### src/apb_wp_defs.vh
`ifndef APB_WP_DEFS_VH
`define APB_WP_DEFS_VH

`define WP_OFS_CLEAR      4'h0
`define WP_OFS_SET        4'h4
`define WP_OFS_MSB        3
`define WP_SLOT_MSB       14
`define WP_SLOT_LSB       10
`define WP_GRP_MSB        17
`define WP_GRP_LSB        16
`define WP_GRP1           2'h0
`define WP_GRP2           2'h1
`define WP_GRP3           2'h2
`define WP_CTRL_SLOT      5'h00

`define WP_RST_GRP1       32'h0000_0000
`define WP_RST_GRP2       32'h0080_0000
`define WP_RST_GRP3       32'h0000_0000
`define WP_MASK_GRP1      32'h0000_001E
`define WP_MASK_GRP2      32'h0080_000E
`define WP_MASK_GRP3      32'h0007_FFFE

`define WP_BIT_WATCHDOG   4
`define WP_BIT_CLOCK_GEN  3
`define WP_BIT_SYS_CTRL   2
`define WP_BIT_POWER_MGR  1
`define WP_BIT_PORT       3
`define WP_BIT_NONVOL     2
`define WP_BIT_SERVICE    1
`define WP_BIT_EVENT_SYS  1
`define WP_BIT_SERIAL0    2
`define WP_BIT_CTRL_TMR0  8
`define WP_BIT_BASIC_TMR0 11
`define WP_BIT_ADC        16
`define WP_BIT_COMPARATOR 17
`define WP_BIT_DAC        18

`define HTRANS_ACTIVE_BIT 1
`define HSIZE_BYTE        3'h0
`define HSIZE_HALF        3'h1
`define STRB_BYTE0        4'h1
`define STRB_HALF_LO      4'h3
`define STRB_HALF_HI      4'hC
`define STRB_WORD         4'hF

`endif

### src/apb_peripheral_write_protect.v
`timescale 1ns/1ps
`include "apb_wp_defs.vh"

module apb_peripheral_write_protect (
    input  wire        i_clk,
    input  wire        i_rst_n,
    input  wire        i_ce,
    input  wire        i_hsel,
    input  wire [31:0] i_haddr,
    input  wire [1:0]  i_htrans,
    input  wire        i_hwrite,
    input  wire [2:0]  i_hsize,
    input  wire [3:0]  i_hprot,
    input  wire [31:0] i_hwdata,
    input  wire        i_hready,
    output wire        o_hreadyout,
    output wire        o_hresp,
    output wire [31:0] o_hrdata,
    output wire [31:0] o_paddr,
    output wire        o_psel,
    output wire        o_penable,
    output wire        o_pwrite,
    output wire [31:0] o_pwdata,
    output wire [3:0]  o_pstrb,
    output wire [2:0]  o_pprot,
    input  wire [31:0] i_prdata,
    input  wire        i_pready,
    input  wire        i_pslverr,
    output wire [31:0] o_wp_group1,
    output wire [31:0] o_wp_group2,
    output wire [31:0] o_wp_group3
);
    localparam [6:0] S_IDLE   = 7'b000_0001;
    localparam [6:0] S_LATCH  = 7'b000_0010;
    localparam [6:0] S_INT    = 7'b000_0100;
    localparam [6:0] S_SETUP  = 7'b000_1000;
    localparam [6:0] S_ACCESS = 7'b001_0000;
    localparam [6:0] S_ERR1   = 7'b010_0000;
    localparam [6:0] S_ERR2   = 7'b100_0000;

    reg  [6:0]  state_ff;
    reg  [6:0]  nxt_state;
    reg  [31:0] addr_ff;
    reg         write_ff;
    reg  [3:0]  strb_ff;
    reg  [2:0]  prot_ff;
    reg  [31:0] wdata_ff;
    reg  [31:0] rdata_ff;
    reg  [3:0]  nxt_strb;
    reg  [31:0] grp_state;
    reg         grp_valid;

    wire        take;
    wire [1:0]  grp;
    wire [4:0]  slot;
    wire        is_ctrl;
    wire        blocked;
    wire        int_wr;
    wire        ofs_ok;
    wire [31:0] grp1_state;
    wire [31:0] grp2_state;
    wire [31:0] grp3_state;

    // New transfer accepted only when the previous data phase ends
    assign take = i_hsel & i_htrans[`HTRANS_ACTIVE_BIT] & i_hready
                & (state_ff[0] | state_ff[6]);

    // Lane strobes from size and low address, kept for reads too
    always @*
    begin
        case (i_hsize)
            `HSIZE_BYTE: nxt_strb = `STRB_BYTE0 << i_haddr[1:0];
            `HSIZE_HALF: nxt_strb = i_haddr[1] ? `STRB_HALF_HI : `STRB_HALF_LO;
            default:     nxt_strb = `STRB_WORD;
        endcase
    end

    assign grp     = addr_ff[`WP_GRP_MSB:`WP_GRP_LSB];
    assign slot    = addr_ff[`WP_SLOT_MSB:`WP_SLOT_LSB];
    assign is_ctrl = (slot == `WP_CTRL_SLOT);

    always @*
    begin
        grp_valid = 1'b1;
        case (grp)
            `WP_GRP1: grp_state = grp1_state;
            `WP_GRP2: grp_state = grp2_state;
            `WP_GRP3: grp_state = grp3_state;
            default:
            begin
                grp_state = 32'h0000_0000;
                grp_valid = 1'b0;
            end
        endcase
    end

    // Protected slot: the write never reaches the peripheral
    assign blocked = write_ff & grp_state[slot];
    assign int_wr  = state_ff[2] & write_ff & grp_valid;
    // Only the clear and set offsets exist; others read as zero
    assign ofs_ok  = (addr_ff[`WP_OFS_MSB:0] == `WP_OFS_CLEAR)
                   | (addr_ff[`WP_OFS_MSB:0] == `WP_OFS_SET);

    always @*
    begin
        case (state_ff)
            S_IDLE:   nxt_state = take ? S_LATCH : S_IDLE;
            S_LATCH:
            begin
                if (!grp_valid)
                    nxt_state = S_ERR1;
                else if (is_ctrl)
                    nxt_state = S_INT;
                else if (blocked)
                    nxt_state = S_ERR1;
                else
                    nxt_state = S_SETUP;
            end
            S_INT:    nxt_state = S_IDLE;
            S_SETUP:  nxt_state = S_ACCESS;
            S_ACCESS: nxt_state = !i_pready ? S_ACCESS
                                : (i_pslverr ? S_ERR1 : S_IDLE);
            S_ERR1:   nxt_state = S_ERR2;
            S_ERR2:   nxt_state = take ? S_LATCH : S_IDLE;
            default:  nxt_state = S_IDLE;
        endcase
    end

    always @(posedge i_clk)
    begin
        if (!i_rst_n)
        begin
            state_ff <= S_IDLE;
            addr_ff  <= 32'h0000_0000;
            write_ff <= 1'b0;
            strb_ff  <= 4'h0;
            prot_ff  <= 3'h0;
            wdata_ff <= 32'h0000_0000;
            rdata_ff <= 32'h0000_0000;
        end
        else if (i_ce)
        begin
            state_ff <= nxt_state;
            if (take)
            begin
                addr_ff  <= i_haddr;
                write_ff <= i_hwrite;
                strb_ff  <= nxt_strb;
                // Privileged into bit 0, data/instr inverted into bit 2
                prot_ff  <= {~i_hprot[0], 1'b0, i_hprot[1]};
            end
            // Data phase: capture so address and data leave together
            if (state_ff[1])
                wdata_ff <= i_hwdata;
            if (state_ff[2])
                rdata_ff <= (write_ff || !grp_valid || !ofs_ok) ? 32'h0000_0000
                          : grp_state;
            if (state_ff[4] && i_pready)
                rdata_ff <= i_prdata;
        end
    end

    wp_group #(.RESET_VAL(`WP_RST_GRP1), .IMPL_MASK(`WP_MASK_GRP1)) u_grp1 (
        .i_clk   (i_clk),
        .i_rst_n (i_rst_n),
        .i_ce    (i_ce),
        .i_wr    (int_wr && grp == `WP_GRP1),
        .i_ofs   (addr_ff[`WP_OFS_MSB:0]),
        .i_wdata (wdata_ff),
        .i_strb  (strb_ff),
        .o_state (grp1_state)
    );

    wp_group #(.RESET_VAL(`WP_RST_GRP2), .IMPL_MASK(`WP_MASK_GRP2)) u_grp2 (
        .i_clk   (i_clk),
        .i_rst_n (i_rst_n),
        .i_ce    (i_ce),
        .i_wr    (int_wr && grp == `WP_GRP2),
        .i_ofs   (addr_ff[`WP_OFS_MSB:0]),
        .i_wdata (wdata_ff),
        .i_strb  (strb_ff),
        .o_state (grp2_state)
    );

    // Bits 1..18: event, six serial, three control, five basic timers, analog
    wp_group #(.RESET_VAL(`WP_RST_GRP3), .IMPL_MASK(`WP_MASK_GRP3)) u_grp3 (
        .i_clk   (i_clk),
        .i_rst_n (i_rst_n),
        .i_ce    (i_ce),
        .i_wr    (int_wr && grp == `WP_GRP3),
        .i_ofs   (addr_ff[`WP_OFS_MSB:0]),
        .i_wdata (wdata_ff),
        .i_strb  (strb_ff),
        .o_state (grp3_state)
    );

    // Two-cycle error answer as the fast bus demands
    assign o_hreadyout = state_ff[0] | state_ff[6];
    assign o_hresp     = state_ff[5] | state_ff[6];
    assign o_hrdata    = rdata_ff;

    assign o_paddr   = addr_ff;
    assign o_psel    = state_ff[3] | state_ff[4];
    assign o_penable = state_ff[4];
    assign o_pwrite  = write_ff;
    assign o_pwdata  = wdata_ff;
    assign o_pstrb   = strb_ff;
    assign o_pprot   = prot_ff;

    assign o_wp_group1 = grp1_state;
    assign o_wp_group2 = grp2_state;
    assign o_wp_group3 = grp3_state;
endmodule // apb_peripheral_write_protect

### src/wp_group.v
`timescale 1ns/1ps
`include "apb_wp_defs.vh"

module wp_group #(
    parameter [31:0] RESET_VAL = 32'h0000_0000,
    parameter [31:0] IMPL_MASK = 32'h0000_0000
) (
    input  wire        i_clk,
    input  wire        i_rst_n,
    input  wire        i_ce,
    input  wire        i_wr,
    input  wire [3:0]  i_ofs,
    input  wire [31:0] i_wdata,
    input  wire [3:0]  i_strb,
    output wire [31:0] o_state
);
    reg  [31:0] state_ff;
    wire [31:0] lane_mask;
    wire [31:0] hit;
    wire [31:0] nxt_state;

    assign lane_mask = {{8{i_strb[3]}}, {8{i_strb[2]}}, {8{i_strb[1]}}, {8{i_strb[0]}}};
    // Only ones on enabled lanes act; zeros leave state alone
    assign hit = i_wdata & lane_mask & IMPL_MASK;
    assign nxt_state = (i_ofs == `WP_OFS_CLEAR) ? (state_ff & ~hit)
                     : (i_ofs == `WP_OFS_SET)   ? (state_ff | hit)
                     : state_ff;

    always @(posedge i_clk)
    begin
        if (!i_rst_n)
            state_ff <= RESET_VAL;
        else if (i_ce && i_wr)
            state_ff <= nxt_state;
    end

    // Same value at both offsets, 1 means blocked
    assign o_state = state_ff;
endmodule // wp_group

### config.mk
export PLATFORM = sky130hd
export DESIGN_NAME = apb_peripheral_write_protect
export DESIGN_NICKNAME = d
export VERILOG_FILES = /design/src/apb_peripheral_write_protect.v /design/src/wp_group.v
export VERILOG_INCLUDE_DIRS = /design/src
export SDC_FILE = /design/constraint.sdc
export NUM_CORES = 1
export LEC_CHECK = 0
export ABC_CLOCK_PERIOD_IN_PS = 2300
export CAP_MARGIN = 40
export CELL_PAD_IN_SITES_DETAIL_PLACEMENT = 2
export CELL_PAD_IN_SITES_GLOBAL_PLACEMENT = 2
export CORE_ASPECT_RATIO = 1.1
export CORE_MARGIN = 5
export CORE_UTILIZATION = 37
export DETAILED_ROUTE_END_ITERATION = 7
export DONT_BUFFER_PORTS = 1
export GPL_TIMING_DRIVEN = 1
export PLACE_DENSITY_LB_ADDON = 0.1
export SLEW_MARGIN = 25
export SYNTH_ARGS = -nofsm -noshare
export SYNTH_HDL_FRONTEND = slang
export SYNTH_SLANG_ARGS = --single-unit
### constraint.sdc
create_clock -name i_clk -period 2.3 [get_ports i_clk]
set_input_delay 0.46 -clock i_clk [delete_from_list [all_inputs] [get_ports i_clk]]
set_output_delay 0.46 -clock i_clk [all_outputs]
set_load 0.01 [all_outputs]
# --- Word level (Yosys, flattened, before mapping) ---
# Cells that the tools add are included.
totals:
  regBits: 206
  input_bits: 113
  output_inout_bits: 204
  wordCells: 90
op_classes:
  order_cmp: 1
  eq_ne: 10
  shifts: 1
  n_mux: 22
  n_bitwise: 21
  n_reduce_logical: 25
op_table:
  columns: ["op", "count"]
  rows:
  - ["two-way mux 32 bit", 9]
  - ["bitwise AND 32 bit", 3]
  - ["case mux 32 bit (3 select lines)", 1]
  - ["case mux 7 bit (5 select lines)", 1]
  - ["NOT 19 -> 32 bit", 1]
  - ["NOT 24 -> 32 bit", 1]
  - ["NOT 5 -> 32 bit", 1]
  - ["bitwise OR 32 x 19 -> 32 bit", 1]
  - ["bitwise OR 32 x 24 -> 32 bit", 1]
  - ["bitwise OR 32 x 5 -> 32 bit", 1]
  - ["two-way mux 6 bit", 5]
  - ["bitwise AND 24 bit", 1]
  - ["AND reduction 2 bit", 6]
  - ["case mux 4 bit (2 select lines)", 1]
  - ["equality test 7 x 1 -> 1 bit, second input constant", 1]
  - ["equality test 7 x 2 -> 1 bit, second input constant", 1]
  - ["equality test 7 x 4 -> 1 bit, second input constant", 1]
  - ["equality test 7 x 5 -> 1 bit, second input constant", 1]
  - ["equality test 7 x 6 -> 1 bit, second input constant", 1]
  - ["equality test 7 bit, second input constant", 1]
  - ["logical AND 1 bit", 7]
  - ["bitwise AND 1 bit", 6]
  - ["< comparator 5 x 6 -> 1 bit, second input constant", 1]
  - ["binary-select mux 1 bit (select 5 bit)", 1]
  - ["19 further kinds", 26]

# --- Depth between registers and ports, before layout ---
depth:
  ltp_word: 9
  mapped_depth: 8
  ltp_nobuf: 5

# --- Hierarchy ---
# Synthesis repeated with hierarchy kept, for this count alone.
hier_totals:
  hier_cells: 913
  hier_area_um2: 7621.1
modules_own_cells:
  columns: ["mod", "instances", "cells_per_inst", "area_each_um2", "seq_area_each_um2"]
  rows:
  - ["apb_peripheral_write_protect", 1, 718, 5925.7, 2202.1]
  - ["wp_group at u_grp3", 1, 98, 907.1, 360.3]
  - ["wp_group at u_grp2", 1, 49, 400.4, 80.1]
  - ["wp_group at u_grp1", 1, 48, 387.9, 80.1]

# --- Worst setup path before layout ---
# Ideal clock, no wire load.
synth_timing:
  path_kind: "register -> register"
  start: "register addr_ff[17] (netlist: o_paddr[17])"
  end: "register state_ff[5]"
  setup_time_ns: 0.116
  arrival_time_ns: 1.533
  t_required_ns: 2.184
  slack_ns: 0.651
  stages_incl_launch_ff: 7
  n_path_buf: 1
  period_less_slack_ns: 1.649
  path_cell_list: "dfxtp_1 -> buf_2 -> mux2i_1 -> o41ai_1 -> a211oi_1 -> o21ai_0 -> a41o_1"
synth_between:
  elab_chain_len: 9
  elab_cells_between_ends: 13
  cone_classes: "eq/ne (2); mux (8); bitwise (1); reduce/logical (2)"
synth_lines:
  columns: ["element", "line", "source"]
  rows:
  - ["start, declared", "apb_peripheral_write_protect.v:43", "reg [31:0] addr_ff;"]
  - ["start signal, assigned", "apb_peripheral_write_protect.v:146", "addr_ff <= i_haddr;"]
  - ["equality test 2 bit, or another cell as far along", "apb_peripheral_write_protect.v:85", "case (grp)"]
  - ["case mux 32 bit (3 select lines)", "apb_peripheral_write_protect.v:85", null]
  - ["binary-select mux 1 bit (select 5 bit)", "apb_peripheral_write_protect.v:98", "assign blocked = write_ff & grp_state[slot];"]
  - ["two-way mux 1 bit (implied by the code)", "apb_peripheral_write_protect.v:98", null]
  - ["bitwise AND 1 bit", "apb_peripheral_write_protect.v:98", null]
  - ["two-way mux 6 bit", "apb_peripheral_write_protect.v:114", "else if (blocked)"]
  - ["two-way mux 6 bit", "apb_peripheral_write_protect.v:112", "else if (is_ctrl)"]
  - ["two-way mux 6 bit (*)", "apb_peripheral_write_protect.v:110", "if (!grp_valid)"]
  - ["case mux 7 bit (5 select lines) (*)", "apb_peripheral_write_protect.v:106", "case (state_ff)"]
  - ["end signal, assigned", "apb_peripheral_write_protect.v:143", "state_ff <= nxt_state;"]
  - ["end, declared", "apb_peripheral_write_protect.v:41", "reg [6:0] state_ff;"]
# Every way passes the cells marked *; elsewhere a longest branch is shown, timed or not. The select of a mux whose other input is x is not followed.
# A chain may end at the register's enable or synchronous reset.

==> impl_metrics.py <==
metrics = {
    "status": {
        "status": "finished, final reports clean",
    },
    "sta": {
        "worst-slew-pin-transition_ps": 701.7,
        "fin_crit_sh_pct": 92.02,
        "setup_viol": 0,
        "slew_viol_final": 0,
        "rsz0062_at_grt": "false",
        "fin_skew_ps": 6.701,
        "setup_ws_ps": 183.5,
        "period_minus_slack_ps": 2117,
        "setup_tns_ps": 0,
        "whs_ps": 180.8,
        "fmax_mhz": 472.5,
        "max_slew_margin_pct": 53.16,
        "hold_violations": 0,
    },
    "setup_path": {
        "max_stage_delay_ps": 620,
        "crit_path_end_kind": "register",
        "r2r_cells": 5,
        "crit_slowest_cell": "and4_1",
        "worstSetupPathType": "reg2reg",
        "crit_chain": "nor2b_1, and4_1, nand2_1, nor2_1, nor3b_1",
        "critical_path_depth": 5,
        "startpoint_type": "register",
        "critical_path.max_fanout": 16,
        "worst_ep_arrival_time_ps": 2420,
        "worstPathRequired_ps": 2600,
        "path_delay_family": "simple AND/OR/NAND/NOR gates",
        "critical_path_buf_inv_count": 0,
    },
    "synth": {
        "ys_seq_area_share_pct": 40.60,
        "synthTopCellsByArea": "dfxtp_1 (41%), nand2_1 (9.0%), buf_4 (8.1%)",
        "synth_top_area_share_pct": 40.60,
        "synth_seq_cells": 136,
        "yosysMostFrequentCell": "nand2_1",
        "yosysTopAreaCell": "dfxtp_1",
        "yosys_warnings": 0,
        "synthCells": 782,
        "synth-edff-count": 0,
        "async_flop_share_pct": 0,
        "avgSynthCellArea_sq_um": 8.574,
        "synth_cell_types": 57,
        "synthesis.area_sq_um": 6705,
        "synth_ff_type": "dfxtp_1",
        "yosys-top-cells-count": "nand2_1 (160), dfxtp_1 (136), buf_4 (72)",
    },
    "clock_tree": {
        "htreeDepth": 4,
        "clock_sinks": 136,
        "postCtsSetupBuffers": 0,
        "clk_pin_slew_ps": 60,
        "hold_buffers": 0,
        "insertion_delay_ps": 410,
        "cts-resized-gates": 0,
        "cts_buffers": 17,
        "root_buffer": "clkbuf_16",
        "cts.path.max_buffers": 2,
        "cts_tree": "done",
    },
    "flow_run": {
        "drv_cap": 0,
    },
    "cells_and_area": {
        "multiInputGateArea_sq_um": 3450,
        "diodes": 0,
        "drive_gt1_share_pct": 10.84,
        "final_util_pct": 40.99,
        "fillCellCount": 2053,
        "regArea_sq_um": 2723,
        "nets": 875,
        "area_growth_pct": 8.453,
        "stdcell_area_sq_um": 7272,
    },
    "drt": {
        "vias": 5322,
        "drt_pass1_iterations": 4,
        "wl_per_cell_um": 22.05,
        "initialDrtViolationCount": 201,
        "drt_wl_total_um": 22340,
        "drc": 0,
        "via_per_inst": 5.254,
        "ant_nets": 0,
    },
    "place": {
        "port_buffers": 0,
        "pre_cts_slack_ps": 228.2,
        "dpl_cell_area_sq_um": 6643,
        "dpl.hpwl_um": 16500,
        "gp_congestion": 0.8093,
    },
    "grt": {
        "antenna_found_initial": 0,
        "grt_pass1_wl_um": 33900,
        "grt_start_max_net_pins": 141,
        "grt_pass1_vias": 5873,
        "track_usage_pct": 20.47,
        "grt_overflow": 0,
    },
    "min_path": {
        "min_delay_path_depth": 1,
        "min_path_type": "in2reg",
    },
    "die": {
        "dieWidth_um": 138.4,
        "die_h_um": 151.2,
        "die_area_sq_um": 20920,
        "start_util_pct": 37.80,
        "coreArea_sq_um": 17740,
        "io_pins": 317,
        "rows": 51,
    },
    "power_and_ir_drop": {
        "ir_drop_v": 0.0004675,
        "p_per_area_nw_per_um2": 761.5,
        "p_leak_uw": 0.002688,
    },
}
[through the flow]
stage | instances | power, uW
after global routing | 1013 | 5736
after floorplan | 852 | 2737
after global placement | 981 | 2654
after CTS | 1013 | 5609
final | 1013 | 5538
after detailed placement | 981 | 2661
[placed cells by master (no fill, tap or decap), types with 3 or more instances in the layout]
cell type and n:
a22oi_1 14, inv_1 4, nor3b_2 10, clkinvlp_4 3
a21boi_0 69, a21oi_1 11, clkinv_2 5, o211a_1 7
nand3_1 23, nor3b_1 18, clkbuf_16 17, dfxtp_1 136
nand2_1 160, o21ai_0 10, nor3_1 6, and2_1 3
or2_2 3, buf_4 21, a221oi_1 8, nor2_1 37
o2bb2ai_1 3, conb_1 71, nand2b_1 6, o211ai_1 6
bufinv_16 4, mux2i_1 25, and3_1 4, nand3b_1 5
nor2b_1 36, a221oi_2 10, nand4_1 4
[final timing paths]
kind	start	to	slack, ps
max	o_paddr[17]	register	180
min	i_ce	state_ff[0]	180
max reg2reg	o_paddr[17]	register	180
min reg2reg	o_pwdata[25]	o_pwdata[25]	520
[cells by family after synthesis]
logic type,Yosys count,synth area share (%)
other,1,0.05593
xor gates and xnor gates,2,0.2613
buffers and inverters,134,11.92
DFF,136,40.60
and+or+nand+nor,330,25.15
AOI/OAI and AO/OA,154,18.27
muxes,25,3.732
[worst reg2reg max path: cells and delay by family (launching register included)]
kind | cells | cell delay [ps]
DFF | 1 | 550
and+or+nand+nor | 5 | 1470
[area by class of cell]
type                       instances  area share [%]
multi-input combinational        582           47.44
timing repair buffer              21           2.168
clock buffer                      19           6.228
inverter                           4          0.2065
tap                              238           4.095
sequential                       136           37.44
clock inverter                    13           2.426
[layer usage]
layer  track usage [%]  vias to the layer above  share of wire [%]
met3             10.45                       27                 10
met4             6.028                        0                1.7
met1             21.72                     2618                 38
met5                 0                        -                  0
met2             35.89                      191                 50
li1                  -                     2486                  -
[power by group]
group          internal (uW)  switching [uW]  leakage (uW)  total (uW)
Clock                   1860            1060      0.000305        2920
Sequential              2380            43.2       0.00110        2420
Combinational           68.6             123       0.00129         192
No activity file was read; power rests on OpenSTA's default activity.
